$ cat config.mk
export PLATFORM = sky130hd
export DESIGN_NAME = pdm_mic_capture_control
export DESIGN_NICKNAME = d
export VERILOG_FILES = /design/src/pkg/pdm_mic_pkg.sv /design/src/pdm_channel_accum.sv /design/src/pdm_mic_capture_control.sv
export VERILOG_INCLUDE_DIRS = /design/src /design/src/pkg
export SDC_FILE = /design/constraint.sdc
export NUM_CORES = 1
export LEC_CHECK = 0
export BUFFER_PORTS_ARGS = -buffer_cell sky130_fd_sc_hd__buf_4
export CORE_ASPECT_RATIO = 0.7
export CORE_MARGIN = 1
export CORE_UTILIZATION = 60
export CTS_BUF_LIST = sky130_fd_sc_hd__clkbuf_4
export DETAILED_ROUTE_END_ITERATION = 7
export MAX_ROUTING_LAYER = met4
export PLACE_DENSITY_LB_ADDON = 0.2
export SLEW_MARGIN = 10
export SYNTH_ARGS = -nofsm -noshare
export SYNTH_HDL_FRONTEND = slang
export SYNTH_SLANG_ARGS = --single-unit
$ cat constraint.sdc
create_clock -name clk_sys -period 7.8 [get_ports clk_sys]
set_input_delay 0.39 -clock clk_sys [delete_from_list [all_inputs] [get_ports clk_sys]]
set_output_delay 0.39 -clock clk_sys [all_outputs]
set_load 0.02 [all_outputs]
$ cat src/pkg/pdm_mic_regs.svh
// Register offsets, field positions, reset values and timing counts
// for the microphone capture control block.
// Assumes paddr carries a 12-bit byte offset inside the block.
// Notes on behaviour
// - End event once the last counted sample, or last after stop, is in RAM.
// - Writing one to enable-set enables that interrupt; reads return enables.
// - Writing one to enable-clear disables that interrupt; reads same enables.
// - Module enable bit 0 switches interface off, 1 on; off after reset.
// - Stereo mode 0 packs right in [31:16], left in [15:0].
// - Mono mode 1 packs earlier left in [15:0], later left in [31:16].
// - Edge field 0 samples left on falling edge, 1 on rising; right opposite.
// - Left gain in 0.5 dB steps; code 0x28 means no change and is reset value; logic multiplies by the code instead.
// - Left gain codes run 0x00 (-20 dB) to 0x50 (+20 dB).
// - Start trigger begins continuous capture to memory; stop ends it.
// - Started flag set when transfer begins, stopped flag when finished.
// - Samples go to successive RAM words from the programmed pointer.
`ifndef PDM_MIC_REGS_SVH
`define PDM_MIC_REGS_SVH

`define OFS_TASK_START   12'h000
`define OFS_TASK_STOP    12'h004
`define OFS_EVT_STARTED  12'h100
`define OFS_EVT_STOPPED  12'h104
`define OFS_EVT_END      12'h108
`define OFS_IRQ_MASK     12'h300
`define OFS_IRQ_SET      12'h304
`define OFS_IRQ_CLR      12'h308
`define OFS_IRQ_STATUS   12'h30c
`define OFS_MOD_EN       12'h500
`define OFS_CLK_CTRL     12'h504
`define OFS_ROUTING      12'h508
`define OFS_GAIN_L       12'h518
`define OFS_RAM_PTR      12'h560
`define OFS_CNT_LIMIT    12'h564

`define EVT_STARTED_BIT  0
`define EVT_STOPPED_BIT  1
`define EVT_END_BIT      2
`define ROUTE_MONO_BIT   0
`define ROUTE_EDGE_BIT   1

`define GAIN_RST         7'h28
`define GAIN_LOWEST      7'h00
`define GAIN_HIGHEST     7'h50
`define DENSITY_CENTRE   8'h20
`define WINDOW_LAST      6'h3f
`define CNT_STEP         15'h0002
`define ADDR_STEP        32'h00000004

`define SYS_PERIOD_NS    40
`define MIC_PERIOD_NS    320
`define MIC_HALF_CYC \
  ((`MIC_PERIOD_NS / 2 + `SYS_PERIOD_NS - 1) / `SYS_PERIOD_NS)

`endif

$ cat src/pkg/pdm_mic_pkg.sv
// Types shared by the microphone capture control block.
// Assumes the constants header is included by each user.
package pdm_mic_pkg;
  typedef enum logic [2:0] {
    ST_IDLE  = 3'b001,
    ST_RUN   = 3'b010,
    ST_DRAIN = 3'b100
  } capture_state_t;
  typedef logic [15:0] sample_t;
  typedef logic [6:0]  gain_t;
  typedef logic [2:0]  event_vec_t;
endpackage

$ cat src/pdm_channel_accum.sv
// One channel: counts ones over a window of 64 mic bits, centres and
// scales the density by a gain code into a 16-bit sample.
// Assumes bitStrobe is a one-cycle pulse on clk_sys.
`timescale 1ns/10ps
`include "pdm_mic_regs.svh"
module pdm_channel_accum (
  // Clock and reset
  input  wire logic                 clk_sys,
  input  wire logic                 reset_n,
  // Bit stream
  input  wire logic                 clear,
  input  wire logic                 bitStrobe,
  input  wire logic                 bitIn,
  input  wire pdm_mic_pkg::gain_t   gainCode,
  // Sample out
  output logic                      sampleStrobe,
  output pdm_mic_pkg::sample_t      sampleOut
);
  import pdm_mic_pkg::*;

  logic [6:0]  ones_r;
  logic [6:0]  ones_nxt;
  logic [5:0]  cnt_r;
  logic [5:0]  cnt_nxt;
  sample_t     sample_r;
  sample_t     sample_nxt;
  logic        strobe_r;
  logic        strobe_nxt;
  logic [6:0]  onesAll;
  logic signed [7:0]  centred;
  logic signed [15:0] scaled;

  // Linear scaling stands in for the dB law; code 0x28 multiplies the centred count by 40
  assign onesAll = ones_r + {6'h00, bitIn};
  assign centred = $signed({1'b0, onesAll}) - $signed(`DENSITY_CENTRE);
  assign scaled  = 16'(centred) * $signed({9'h000, gainCode});

  always_comb begin
    ones_nxt   = ones_r;
    cnt_nxt    = cnt_r;
    sample_nxt = sample_r;
    strobe_nxt = 1'b0;
    if (clear) begin
      ones_nxt = 7'h00;
      cnt_nxt  = 6'h00;
    end else if (bitStrobe) begin
      cnt_nxt = cnt_r + 6'h01;
      if (cnt_r == `WINDOW_LAST) begin
        ones_nxt   = 7'h00;
        sample_nxt = scaled;
        strobe_nxt = 1'b1;
      end else begin
        ones_nxt = onesAll;
      end
    end
  end

  always_ff @(posedge clk_sys or negedge reset_n) begin
    if (!reset_n) begin
      ones_r   <= 7'h00;
      cnt_r    <= 6'h00;
      sample_r <= 16'h0000;
      strobe_r <= 1'b0;
    end else begin
      ones_r   <= ones_nxt;
      cnt_r    <= cnt_nxt;
      sample_r <= sample_nxt;
      strobe_r <= strobe_nxt;
    end
  end

  assign sampleStrobe = strobe_r;
  assign sampleOut    = sample_r;
endmodule

$ cat src/pdm_mic_capture_control.sv
// Capture control for PDM microphones: APB registers, mic clock
// divider, channel packing into RAM words, events and interrupt.
// Assumes a memory port on clk_sys that acknowledges each word.
//
// Implementation choice: the APB register port.
`timescale 1ns/10ps
`include "pdm_mic_regs.svh"
module pdm_mic_capture_control (
  // Clock and reset
  input  wire logic          clk_sys,
  input  wire logic          reset_n,
  // APB slave
  input  wire logic          psel,
  input  wire logic          penable,
  input  wire logic          pwrite,
  input  wire logic [11:0]   paddr,
  input  wire logic [31:0]   pwdata,
  output logic [31:0]        prdata,
  output logic               pready,
  output logic               pslverr,
  // Microphone pins
  output logic               micBitClock,
  input  wire logic          micDataIn,
  // Sample memory port
  output logic               memWrReq,
  output logic [31:0]        memWrAddr,
  output logic [31:0]        memWrData,
  input  wire logic          memWrAck,
  // Interrupt
  output logic               irq
);
  import pdm_mic_pkg::*;

  ////////////////////////////////////////////////////////////////////
  // APB decode
  logic        setupPh;
  logic        accessWr;
  logic        accessRd;
  logic        mapped;
  logic [31:0] rdValue;

  assign setupPh  = psel & ~penable;
  assign accessWr = psel & penable & pwrite;
  assign accessRd = psel & penable & ~pwrite;

  ////////////////////////////////////////////////////////////////////
  // Register state
  logic        enable_r;
  logic        enable_nxt;
  event_vec_t  irqMask_r;
  event_vec_t  irqMask_nxt;
  logic [7:0]  clkHalf_r;
  logic [7:0]  clkHalf_nxt;
  logic        monoMode_r;
  logic        monoMode_nxt;
  logic        leftOnRise_r;
  logic        leftOnRise_nxt;
  gain_t       gainLeft_r;
  gain_t       gainLeft_nxt;
  logic [31:0] ramPtr_r;
  logic [31:0] ramPtr_nxt;
  logic [14:0] cntLimit_r;
  logic [14:0] cntLimit_nxt;
  logic [31:0] prdata_r;
  logic [31:0] prdata_nxt;

  logic        wrHit;
  logic        startTask;
  logic        stopTask;

  assign wrHit     = accessWr & (paddr[1:0] == 2'b00);
  assign startTask = wrHit & (paddr == `OFS_TASK_START) & pwdata[0];
  assign stopTask  = wrHit & (paddr == `OFS_TASK_STOP) & pwdata[0];

  always_comb begin
    enable_nxt     = enable_r;
    irqMask_nxt    = irqMask_r;
    clkHalf_nxt    = clkHalf_r;
    monoMode_nxt   = monoMode_r;
    leftOnRise_nxt = leftOnRise_r;
    gainLeft_nxt   = gainLeft_r;
    ramPtr_nxt     = ramPtr_r;
    cntLimit_nxt   = cntLimit_r;
    prdata_nxt     = prdata_r;
    if (setupPh) begin
      prdata_nxt = rdValue;
    end
    if (wrHit) begin
      unique case (paddr)
        `OFS_IRQ_MASK:  irqMask_nxt = pwdata[2:0];
        `OFS_IRQ_SET:   irqMask_nxt = irqMask_r | pwdata[2:0];
        `OFS_IRQ_CLR:   irqMask_nxt = irqMask_r & ~pwdata[2:0];
        `OFS_MOD_EN:    enable_nxt = pwdata[0];
        `OFS_CLK_CTRL:  clkHalf_nxt = pwdata[7:0];
        `OFS_ROUTING: begin
          monoMode_nxt   = pwdata[`ROUTE_MONO_BIT];
          leftOnRise_nxt = pwdata[`ROUTE_EDGE_BIT];
        end
        `OFS_GAIN_L:    gainLeft_nxt = pwdata[6:0];
        `OFS_RAM_PTR:   ramPtr_nxt = pwdata;
        `OFS_CNT_LIMIT: cntLimit_nxt = pwdata[14:0];
        default: begin
        end
      endcase
    end
  end

  always_ff @(posedge clk_sys or negedge reset_n) begin
    if (!reset_n) begin
      enable_r     <= 1'b0;
      irqMask_r    <= 3'h0;
      clkHalf_r    <= 8'(`MIC_HALF_CYC);
      monoMode_r   <= 1'b0;
      leftOnRise_r <= 1'b0;
      gainLeft_r   <= `GAIN_RST;
      ramPtr_r     <= 32'h00000000;
      cntLimit_r   <= 15'h0000;
      prdata_r     <= 32'h00000000;
    end else begin
      enable_r     <= enable_nxt;
      irqMask_r    <= irqMask_nxt;
      clkHalf_r    <= clkHalf_nxt;
      monoMode_r   <= monoMode_nxt;
      leftOnRise_r <= leftOnRise_nxt;
      gainLeft_r   <= gainLeft_nxt;
      ramPtr_r     <= ramPtr_nxt;
      cntLimit_r   <= cntLimit_nxt;
      prdata_r     <= prdata_nxt;
    end
  end

  ////////////////////////////////////////////////////////////////////
  // Read mux and event flags
  event_vec_t  evt_r;
  event_vec_t  evt_nxt;
  event_vec_t  evtSet;
  event_vec_t  evtClr;

  always_comb begin
    rdValue = 32'h00000000;
    mapped  = (paddr[1:0] == 2'b00);
    unique case (paddr)
      `OFS_TASK_START,
      `OFS_TASK_STOP:   rdValue = 32'h00000000;
      `OFS_EVT_STARTED: rdValue = {31'h0, evt_r[`EVT_STARTED_BIT]};
      `OFS_EVT_STOPPED: rdValue = {31'h0, evt_r[`EVT_STOPPED_BIT]};
      `OFS_EVT_END:     rdValue = {31'h0, evt_r[`EVT_END_BIT]};
      `OFS_IRQ_MASK,
      `OFS_IRQ_SET,
      `OFS_IRQ_CLR:     rdValue = {29'h0, irqMask_r};
      `OFS_IRQ_STATUS:  rdValue = {29'h0, evt_r};
      `OFS_MOD_EN:      rdValue = {31'h0, enable_r};
      `OFS_CLK_CTRL:    rdValue = {24'h0, clkHalf_r};
      `OFS_ROUTING:     rdValue = {30'h0, leftOnRise_r, monoMode_r};
      `OFS_GAIN_L:      rdValue = {25'h0, gainLeft_r};
      `OFS_RAM_PTR:     rdValue = ramPtr_r;
      `OFS_CNT_LIMIT:   rdValue = {17'h0, cntLimit_r};
      default:          mapped = 1'b0;
    endcase
  end

  assign prdata  = prdata_r;
  assign pready  = 1'b1;
  assign pslverr = psel & penable & ~mapped;

  // A read clears only the bits it reported, so a flag set between setup
  // and access is not lost; a write of zero clears too
  logic        flagClr;
  assign flagClr = accessRd ? prdata_r[0] : (wrHit & ~pwdata[0]);
  always_comb begin
    evtClr = 3'h0;
    if (accessRd & (paddr == `OFS_IRQ_STATUS)) begin
      evtClr = prdata_r[2:0];
    end
    if (flagClr & (paddr == `OFS_EVT_STARTED)) begin
      evtClr[`EVT_STARTED_BIT] = 1'b1;
    end
    if (flagClr & (paddr == `OFS_EVT_STOPPED)) begin
      evtClr[`EVT_STOPPED_BIT] = 1'b1;
    end
    if (flagClr & (paddr == `OFS_EVT_END)) begin
      evtClr[`EVT_END_BIT] = 1'b1;
    end
    evt_nxt = (evt_r & ~evtClr) | evtSet;
  end

  always_ff @(posedge clk_sys or negedge reset_n) begin
    if (!reset_n) begin
      evt_r <= 3'h0;
    end else begin
      evt_r <= evt_nxt;
    end
  end

  assign irq = |(evt_r & irqMask_r);

  ////////////////////////////////////////////////////////////////////
  // Mic clock divider and data synchroniser
  capture_state_t state_r;
  capture_state_t state_nxt;
  logic        running;
  logic [7:0]  div_r;
  logic [7:0]  div_nxt;
  logic        micClk_r;
  logic        micClk_nxt;
  logic        dataMeta_r;
  logic        dataSync_r;
  logic        riseNow;
  logic        fallNow;
  logic        toggleNow;
  logic        leftStrobe;
  logic        rightStrobe;

  assign running   = enable_r & (state_r == ST_RUN);
  assign toggleNow = running & ((div_r + 8'h01) >= clkHalf_r);
  assign riseNow   = toggleNow & ~micClk_r;
  assign fallNow   = toggleNow & micClk_r;
  // Sampled right at the edge; the pin value is two cycles old
  assign leftStrobe  = leftOnRise_r ? riseNow : fallNow;
  assign rightStrobe = leftOnRise_r ? fallNow : riseNow;

  always_comb begin
    div_nxt    = div_r + 8'h01;
    micClk_nxt = micClk_r;
    if (!running) begin
      div_nxt    = 8'h00;
      micClk_nxt = 1'b0;
    end else if (toggleNow) begin
      div_nxt    = 8'h00;
      micClk_nxt = ~micClk_r;
    end
  end

  always_ff @(posedge clk_sys or negedge reset_n) begin
    if (!reset_n) begin
      div_r      <= 8'h00;
      micClk_r   <= 1'b0;
      dataMeta_r <= 1'b0;
      dataSync_r <= 1'b0;
    end else begin
      div_r      <= div_nxt;
      micClk_r   <= micClk_nxt;
      dataMeta_r <= micDataIn;
      dataSync_r <= dataMeta_r;
    end
  end

  assign micBitClock = micClk_r;

  ////////////////////////////////////////////////////////////////////
  // Channel accumulators
  logic        leftValid;
  logic        rightValid;
  sample_t     leftSample;
  sample_t     rightSample;

  pdm_channel_accum u_left (
    .clk_sys      (clk_sys),
    .reset_n      (reset_n),
    .clear        (~running),
    .bitStrobe    (leftStrobe),
    .bitIn        (dataSync_r),
    .gainCode     (gainLeft_r),
    .sampleStrobe (leftValid),
    .sampleOut    (leftSample)
  );

  // Right gain is not adjustable here; it runs at the reset code 0x28, a multiply by 40
  pdm_channel_accum u_right (
    .clk_sys      (clk_sys),
    .reset_n      (reset_n),
    .clear        (~running),
    .bitStrobe    (rightStrobe),
    .bitIn        (dataSync_r),
    .gainCode     (`GAIN_RST),
    .sampleStrobe (rightValid),
    .sampleOut    (rightSample)
  );

  ////////////////////////////////////////////////////////////////////
  // Packing, memory writes and capture sequence
  sample_t     lowHalf_r;
  sample_t     lowHalf_nxt;
  sample_t     highHalf_r;
  sample_t     highHalf_nxt;
  logic        lowSeen_r;
  logic        lowSeen_nxt;
  logic        highSeen_r;
  logic        highSeen_nxt;
  logic        pend_r;
  logic        pend_nxt;
  logic        last_r;
  logic        last_nxt;
  logic [31:0] wAddr_r;
  logic [31:0] wAddr_nxt;
  logic [31:0] wData_r;
  logic [31:0] wData_nxt;
  logic [31:0] addrCur_r;
  logic [31:0] addrCur_nxt;
  logic [14:0] cnt_r;
  logic [14:0] cnt_nxt;
  logic        push;
  logic [31:0] pushWord;
  logic        acked;

  assign acked = pend_r & memWrAck;

  always_comb begin
    state_nxt    = state_r;
    lowHalf_nxt  = lowHalf_r;
    highHalf_nxt = highHalf_r;
    lowSeen_nxt  = lowSeen_r;
    highSeen_nxt = highSeen_r;
    pend_nxt     = pend_r & ~acked;
    last_nxt     = last_r;
    wAddr_nxt    = wAddr_r;
    wData_nxt    = wData_r;
    addrCur_nxt  = addrCur_r;
    cnt_nxt      = cnt_r;
    push         = 1'b0;
    pushWord     = {highHalf_r, lowHalf_r};
    evtSet       = 3'h0;
    if (acked & last_r) begin
      evtSet[`EVT_END_BIT] = 1'b1;
    end
    if (monoMode_r) begin
      if (leftValid & lowSeen_r) begin
        push        = 1'b1;
        pushWord    = {leftSample, lowHalf_r};
        lowSeen_nxt = 1'b0;
      end else if (leftValid) begin
        lowHalf_nxt = leftSample;
        lowSeen_nxt = 1'b1;
      end
    end else begin
      if (leftValid) begin
        lowHalf_nxt = leftSample;
        lowSeen_nxt = 1'b1;
      end
      if (rightValid) begin
        highHalf_nxt = rightSample;
        highSeen_nxt = 1'b1;
      end
      if (lowSeen_nxt & highSeen_nxt) begin
        push         = 1'b1;
        pushWord     = {highHalf_nxt, lowHalf_nxt};
        lowSeen_nxt  = 1'b0;
        highSeen_nxt = 1'b0;
      end
    end
    // Words arriving while one is still unacknowledged are dropped
    if (push & running & ~pend_r) begin
      pend_nxt    = 1'b1;
      wData_nxt   = pushWord;
      wAddr_nxt   = addrCur_r;
      addrCur_nxt = addrCur_r + `ADDR_STEP;
      cnt_nxt     = cnt_r + `CNT_STEP;
      last_nxt    = (cnt_nxt >= cntLimit_r);
      if (last_nxt) begin
        addrCur_nxt = ramPtr_r;
        cnt_nxt     = 15'h0000;
      end
    end
    unique case (state_r)
      ST_IDLE: begin
        if (startTask & enable_r) begin
          state_nxt   = ST_RUN;
          addrCur_nxt = ramPtr_r;
          cnt_nxt     = 15'h0000;
          lowSeen_nxt = 1'b0;
          highSeen_nxt = 1'b0;
          evtSet[`EVT_STARTED_BIT] = 1'b1;
        end
      end
      ST_RUN: begin
        if (stopTask) begin
          state_nxt = ST_DRAIN;
        end
      end
      ST_DRAIN: begin
        if (~pend_r | acked) begin
          state_nxt = ST_IDLE;
          evtSet[`EVT_END_BIT]     = 1'b1;
          evtSet[`EVT_STOPPED_BIT] = 1'b1;
        end
      end
    endcase
    if (!enable_r) begin
      state_nxt = ST_IDLE;
      pend_nxt  = 1'b0;
    end
  end

  always_ff @(posedge clk_sys or negedge reset_n) begin
    if (!reset_n) begin
      state_r    <= ST_IDLE;
      lowHalf_r  <= 16'h0000;
      highHalf_r <= 16'h0000;
      lowSeen_r  <= 1'b0;
      highSeen_r <= 1'b0;
      pend_r     <= 1'b0;
      last_r     <= 1'b0;
      wAddr_r    <= 32'h00000000;
      wData_r    <= 32'h00000000;
      addrCur_r  <= 32'h00000000;
      cnt_r      <= 15'h0000;
    end else begin
      state_r    <= state_nxt;
      lowHalf_r  <= lowHalf_nxt;
      highHalf_r <= highHalf_nxt;
      lowSeen_r  <= lowSeen_nxt;
      highSeen_r <= highSeen_nxt;
      pend_r     <= pend_nxt;
      last_r     <= last_nxt;
      wAddr_r    <= wAddr_nxt;
      wData_r    <= wData_nxt;
      addrCur_r  <= addrCur_nxt;
      cnt_r      <= cnt_nxt;
    end
  end

  assign memWrReq  = pend_r;
  assign memWrAddr = wAddr_r;
  assign memWrData = wData_r;
endmodule

==> results.py, run 1 <==
metrics = {
    "flow_run": {
        "cap_violations": 0,
    },
    "clock_network": {
        "post_cts_resized": 0,
        "clk_pin_slew_ns": 0.07,
        "cts_root_buffer": "clkbuf_4",
        "cts.sinks": 320,
        "clockBufferDepth": 3,
        "cts_tree": "done",
        "htree_levels": 3,
        "cts_buffers": 81,
        "clock_latency_ns": 0.74,
    },
    "route": {
        "vias": 14100,
        "drt_pass1_iterations": 7,
        "viasPerCell": 5.81,
        "drcViolationCount": 0,
        "drt_iter0_drc": 1367,
        "wl_per_cell_um": 18.7,
        "ant_nets": 0,
        "finalWirelength_um": 45400,
    },
    "timing": {
        "tightest_slew_ns": 1.23,
        "setup_viol": 0,
        "hold_viol": 0,
        "fin_crit_ns": 5.91,
        "finalSetupTns_ns": 0,
        "fin_worst_skew_ns": 0.0580,
        "finalMaxSlewViolations": 0,
        "rsz0062_at_grt": "no",
        "period_share_pct": 75.8,
        "clock.fmax_ghz": 0.169,
        "slew_headroom_pct": 17.6,
    },
    "die": {
        "io_pins": 152,
        "start_util_pct": 61.2,
        "dieArea_mm2": 0.0303,
        "row_count": 52,
        "fp.dieH_um": 146,
        "core-area_mm2": 0.0290,
        "fp.dieW_um": 208,
    },
    "logic_synthesis": {
        "synth_top_flop_cell": "dfrtp_1",
        "yosysUniqueCellTypes": 67,
        "syn_nets": 1964,
        "synth-seq-cells": 320,
        "synth_top_area_share_pct": 44.5,
        "ys_async_sr_fraction_pct": 100,
        "yosysTopAreaCell": "dfrtp_1",
        "avgSynthCellArea_um2": 9.96,
        "synth.area.top_cells": "dfrtp_1, mux2_2, nand2_1",
        "syn-cell-area_mm2": 0.0178,
        "synth_edf_count": 0,
        "synth_warnings": 0,
        "ys_seq_area_share_pct": 45.1,
        "synthCells": 1783,
    },
    "placed_design": {
        "io_buffers": 150,
        "gp_congestion": 0.884,
        "hpwl_um": 32000,
    },
    "setup_path": {
        "cp_max_fo": 10,
        "required_ns": 8.40,
        "worst_setup_path_start_kind": "flip-flop",
        "end_kind": "flip-flop",
        "crit_type": "flip-flop to flip-flop",
        "crit_arrival_ns": 6.51,
        "ff2ff_setup_slack_ns": 1.89,
    },
    "power": {
        "total_power_w": 0.00321,
        "max-vdd-ir-drop_v": 0.000104,
        "powerDensity_mw_per_mm2": 156,
        "p_leak_nw": 10.4,
    },
    "global_route": {
        "antenna_found_initial": 1,
        "grt-ovfl-total": 0,
        "grt_pass1_vias": 13800,
        "grt_max_degree": 114,
        "grt_pass1_wl_um": 74200,
        "grt_use_total_pct": 31.9,
    },
    "cells_and_area": {
        "area_growth_pct": 16.1,
        "drive_gt1_share_pct": 20.5,
        "nets": 2174,
    },
    "outcome": {
        "status": "completed",
    },
    "hold_path": {
        "hp-class": "input port to flip-flop",
    },
}
cell families (layout without fill, tap and decap cells):
kind of cell | after synthesis | count (layout) | share of synthesized area (%)
simple gates | 600 | 600 | 16.2
flops | 320 | 320 | 45.1
compound gates | 309 | 309 | 10.3
buf+inv | 193 | 457 | 4.17
mux | 139 | 139 | 8.61
fa+ha+maj | 130 | 130 | 11.1
xor+xnor | 91 | 91 | 4.49
other cells | 1 | 2 | 0.0211
layout by cell type (no fill, tap or decap), drive strengths merged, types with 63 or more instances in the layout:
| master | count |
|---|---|
| inv | 117 |
| ha | 85 |
| nor2 | 63 |
| mux2 | 110 |
| a21oi | 63 |
| buf | 169 |
| o21ai | 154 |
| dfrtp | 316 |
| clkbuf | 113 |
| nand2 | 287 |
critical path: stages (launching register included):
cell	delay, ns
dfrtp_1	0.44
and3_1	0.21
nand3_1	0.10
xor2_1	0.48
ha_1	0.45
and2_1	0.20
ha_1	0.27
xnor2_1	0.58
fa_1	0.55
fa_1	0.54
inv_1	0.05
fa_1	0.52
inv_1	0.04
ha_1	0.34
a21o_1	0.21
a21o_1	0.21
nand3_1	0.09
nand2_1	0.07
a41o_1	0.22
xnor2_1	0.16
o21ai_0	0.09
path summary, 6_finish.rpt:
kind / start / to / cells after the start
max in group asynchronous: reset_n / evt_r[1] / 3
worst max-delay path: u_left.ones_r[2] / u_left.sampleOut[15] / 20
min in group asynchronous: reset_n / prdata[23] / 2
worst max register to register: u_left.ones_r[2] / u_left.sampleOut[15] / 20
worst min register to register: dataMeta_r / dataSync_r / 0
worst min-delay path: memWrAck / evt_r[2] / 3
through the flow:
step	cell area, um2	std cells	worst slack (ns)	utilization (%)	hold WS, ns
6_report	20600	2426	1.89	71.0	0.0669
5_1_grt	20600	2426	1.57	71.0	0.00963
4_1_cts	20600	2425	1.93	71.0	0.00198
3_5_place_dp	19200	2254	1.92	66.3	0.358
3_3_place_gp	19200	2254	2.16	66.3	0.368
2_1_floorplan	17800	1783	2.34	-	0.0944
timing repair:
item / in CTS / in global routing
hold endpoints to repair: 176 / 0
buffers inserted: 0 / 0
hold buffers: 34 / 0
endpoints found under the setup margin: 0 / 0
per-layer routing:
| metal | share of wire (%) | up-vias | GRT usage, % |
|---|---|---|---|
| li1 | - | 6577 | - |
| met1 | 50 | 6955 | 48.8 |
| met2 | 42 | 512 | 43.5 |
| met3 | 7.6 | 54 | 6.02 |
| met4 | 1.2 | 0 | 7.35 |
| met5 | 0 | - | - |
flip-flops by register name, summed over array words and instances (netlist names), 8 cells and up:
name	cells
highHalf_r	16
lowHalf_r	16
cntLimit_r	15
memWrAddr	32
u_left.sampleOut	16
addrCur_r	32
prdata	32
ramPtr_r	32
clkHalf_r	8
div_r	8
cnt_r	15
u_right.sampleOut	12
memWrData	32
power by group:
part           total [W]  leakage, nW  internal, W  switching (W)
combinational  0.0000956         5.54    0.0000329      0.0000626
sequential       0.00166         4.29      0.00166    0.000000535
clock            0.00146        0.605     0.000766       0.000689
total            0.00321         10.4      0.00246       0.000752
cell type report:
| type | instances | area [um2] |
|---|---|---|
| multi-input combinational | 1270 | 9030 |
| fill | 2196 | 8420 |
| sequential | 320 | 8010 |
| timing repair buffer | 203 | 1620 |
| clock buffer | 113 | 848 |
| tap | 378 | 473 |
| inverter | 117 | 439 |
| clock inverter | 24 | 178 |
| antenna | 1 | 2.50 |
cell usage after synthesis (10+ instances only):
library cell    n
a21oi_1        63
a22oi_1        14
and2_1         28
fa_1           45
nand2b_1       10
and3_1         33
xor2_1         36
xnor2_1        55
nor2b_1        27
nand3_1        51
o21ai_0       153
mux2_2        110
nor3_1         34
inv_1         117
a21o_1         12
mux2i_1        29
dfrtp_1       316
clkbuf_1       60
nand4_1        20
nand2_1       287
a22o_1         15
nor2_1         63
ha_1           85
nor4_1         12
Power figures use the tool's default switching activity.
==> inputs of run 2 (changes only) <==
==> constraint.sdc (replaced) <==
create_clock -name clk_sys -period 6.1 [get_ports clk_sys]
set_input_delay 0.305 -clock clk_sys [delete_from_list [all_inputs] [get_ports clk_sys]]
set_output_delay 0.305 -clock clk_sys [all_outputs]
set_load 0.02 [all_outputs]
==> run 2 against run 1 <==
  * Non-clock buffer count grew 5
  * Sequential power grew 28%
  * Utilization grew 0.17 points
  * Die area is the same
  * Sequential share of layout area shrank 0.092 points
  * Critical endpoint unchanged
==> results.py, run 2 (synthesis results as in run 1) <==
metrics = {
    "placed_design": {
        "io_buffers": 150,
        "hpwl_um": 31700,
        "detailedPlace.worstSlack_ns": 0.241,
        "gp_congestion": 0.909,
    },
    "setup_path": {
        "required_ns": 6.66,
        "end_kind": "flip-flop",
        "worstPathCellList": "ha_1, ha_1, and3_1, xnor2_1, ha_1, and2_1, ha_1, xnor2_2, fa_1, fa_1, inv_1, fa_1, inv_1, ha_1, a21o_1, a21o_1, nand3_1, nand2_1, a41o_1, xnor2_1, o21ai_0",
        "critical_path.max_stage_delay_ns": 0.54,
        "slowest_stage": "fa_1",
        "crit_path_frequent_cell": "ha_1",
        "crit_arrival_ns": 6.24,
        "cp_max_fo": 10,
        "worst-path-buf-inv": 2,
        "crit_type": "flip-flop to flip-flop",
        "worst_setup_path_start_kind": "flip-flop",
        "crit_family": "adder cells",
    },
    "cells_and_area": {
        "multiInputGateArea_mm2": 0.00903,
        "layout_commonest_cell": "dfrtp_1",
        "nets": 2177,
        "mostFrequentLayoutCells": "dfrtp_1, nand2_1, buf_4, o21ai_0, inv_1",
        "fillers": 2216,
        "drive_gt1_share_pct": 20.6,
        "area_growth_pct": 16.3,
        "post-route-util_pct": 71.2,
        "seqCellArea_mm2": 0.00801,
    },
    "global_route": {
        "grt_max_degree": 145,
        "grt_pass1_vias": 13700,
        "antenna_found_initial": 1,
        "grt_use_total_pct": 31.2,
        "grt_pass1_wl_um": 73000,
        "grt-ovfl-total": 0,
    },
    "power": {
        "max-vdd-ir-drop_v": 0.000106,
        "combPwrFrac_pct": 3.0,
        "power_frac_clock_pct": 45.2,
        "seqPwrFrac_pct": 51.8,
        "internal_power_w": 0.00315,
        "sw_frac_of_total_pct": 23.1,
        "powerDensity_mw_per_mm2": 199,
        "switching_power_w": 0.000947,
        "p_leak_nw": 10.5,
    },
    "route": {
        "drcViolationCount": 0,
        "wl_per_cell_um": 18.4,
        "vias": 14100,
        "drt_pass1_iterations": 5,
        "ant_nets": 0,
        "viasPerCell": 5.80,
        "drt_iter0_drc": 1258,
        "finalWirelength_um": 44600,
    },
    "timing": {
        "worst_slack_ns": 0.419,
        "fin_crit_ns": 5.68,
        "slew_headroom_pct": 19.8,
        "rsz0062_at_grt": "no",
        "finalSetupTns_ns": 0,
        "clock.fmax_ghz": 0.176,
        "finalMaxSlewViolations": 0,
        "fin_worst_skew_ns": 0.0477,
        "period_share_pct": 93.1,
        "tightest_slew_ns": 1.20,
        "setup_viol": 0,
        "hold_viol": 0,
    },
    "outcome": {
        "status": "completed",
    },
    "die": {
        "start_util_pct": 61.2,
        "fp.dieH_um": 146,
        "dieArea_mm2": 0.0303,
        "row_count": 52,
        "core-area_mm2": 0.0290,
        "io_pins": 152,
        "fp.dieW_um": 208,
    },
    "clock_network": {
        "cts_setup_buffers": 0,
        "clk_pin_slew_ns": 0.06,
        "cts_buffers": 79,
        "cts_root_buffer": "clkbuf_4",
        "clock_latency_ns": 0.74,
        "htree_levels": 3,
        "clockBufferDepth": 3,
        "cts.sinks": 320,
        "cts_tree": "done",
    },
    "flow_run": {
        "cap_violations": 0,
    },
    "hold_path": {
        "hp-class": "input port to flip-flop",
    },
}
-- run 2: changes by cell type in the layout (fill, tap and decap cells not counted), sizes merged --
| cell | change |
|---|---|
| buf | +3 |
| dlygate4sd3 | +2 |
| clkbuf | +2 |
| clkinv | -5 |
| inv | +1 |
-- run 2: worst min-delay path, stage by stage --
cell	delay (ns)
buf_4	0.19
o21ai_0	0.16
nand3b_1	0.11
-- run 2: timing repair --
| item | 4_1_cts | 5_1_grt |
|---|---|---|
| setup endpoints to repair | 0 | 2 |
| hold buffers | 36 | 0 |
| endpoints found under the hold margin | 170 | 0 |
| resized for setup | 0 | 1 |
-- run 2: worst paths after layout --
kind	from	to	slack, ns	depth (start not counted)
setup / recovery	dataSync_r	u_left.sampleOut[15]	0.42	21
hold / removal	paddr[2]	state_r[0]	0.09	3
setup reg to reg	dataSync_r	u_left.sampleOut[15]	0.42	21
hold reg to reg	dataMeta_r	dataSync_r	0.37	0
max in group asynchronous	reset_n	div_r[6]	4.35	3
min in group asynchronous	reset_n	prdata[18]	0.19	2
-- run 2: layout make-up --
type                            instances  share of cell area, %
Multi-Input combinational cell       1270                   43.7
Sequential cell                       320                   38.8
Timing Repair Buffer                  208                   8.09
Clock buffer                          115                   4.18
Tap cell                              378                   2.29
Inverter                              117                   2.13
Clock inverter                         20                  0.770
Antenna cell                            1                 0.0121
-- run 2: metrics by stage --
| step | hold WS (ns) | cell area (um2) | std cells | total power [W] |
|---|---|---|---|---|
| after floorplan | 0.00941 | 17800 | 1783 | 0.00218 |
| after global placement | 0.367 | 19300 | 2257 | 0.00227 |
| after detailed placement | 0.357 | 19300 | 2257 | 0.00227 |
| after CTS | 0.0281 | 20600 | 2428 | 0.00414 |
| after global routing | 0.0734 | 20600 | 2429 | 0.00426 |
| final | 0.0927 | 20600 | 2429 | 0.00410 |
-- run 2: routing by layer --
| metal | up-vias | global-route usage, % | routed length [um] |
|---|---|---|---|
| met3 | 58 | 5.39 | 3340 |
| met1 | 6902 | 48.2 | 22200 |
| met2 | 541 | 42.6 | 18500 |
| li1 | 6596 | - | - |
| met5 | - | - | 0 |
| met4 | 0 | 7.31 | 686 |
-- run 2: power by group through the flow --
| stage | clock network (W) | registers, W | logic, W |
|---|---|---|---|
| 2_1_floorplan | 0 | 0.00216 | 0.0000180 |
| 3_3_place_gp | 0 | 0.00216 | 0.000105 |
| 3_5_place_dp | 0 | 0.00216 | 0.000106 |
| 4_1_cts | 0.00189 | 0.00212 | 0.000125 |
| 5_1_grt | 0.00200 | 0.00212 | 0.000138 |
| 6_report | 0.00185 | 0.00212 | 0.000124 |
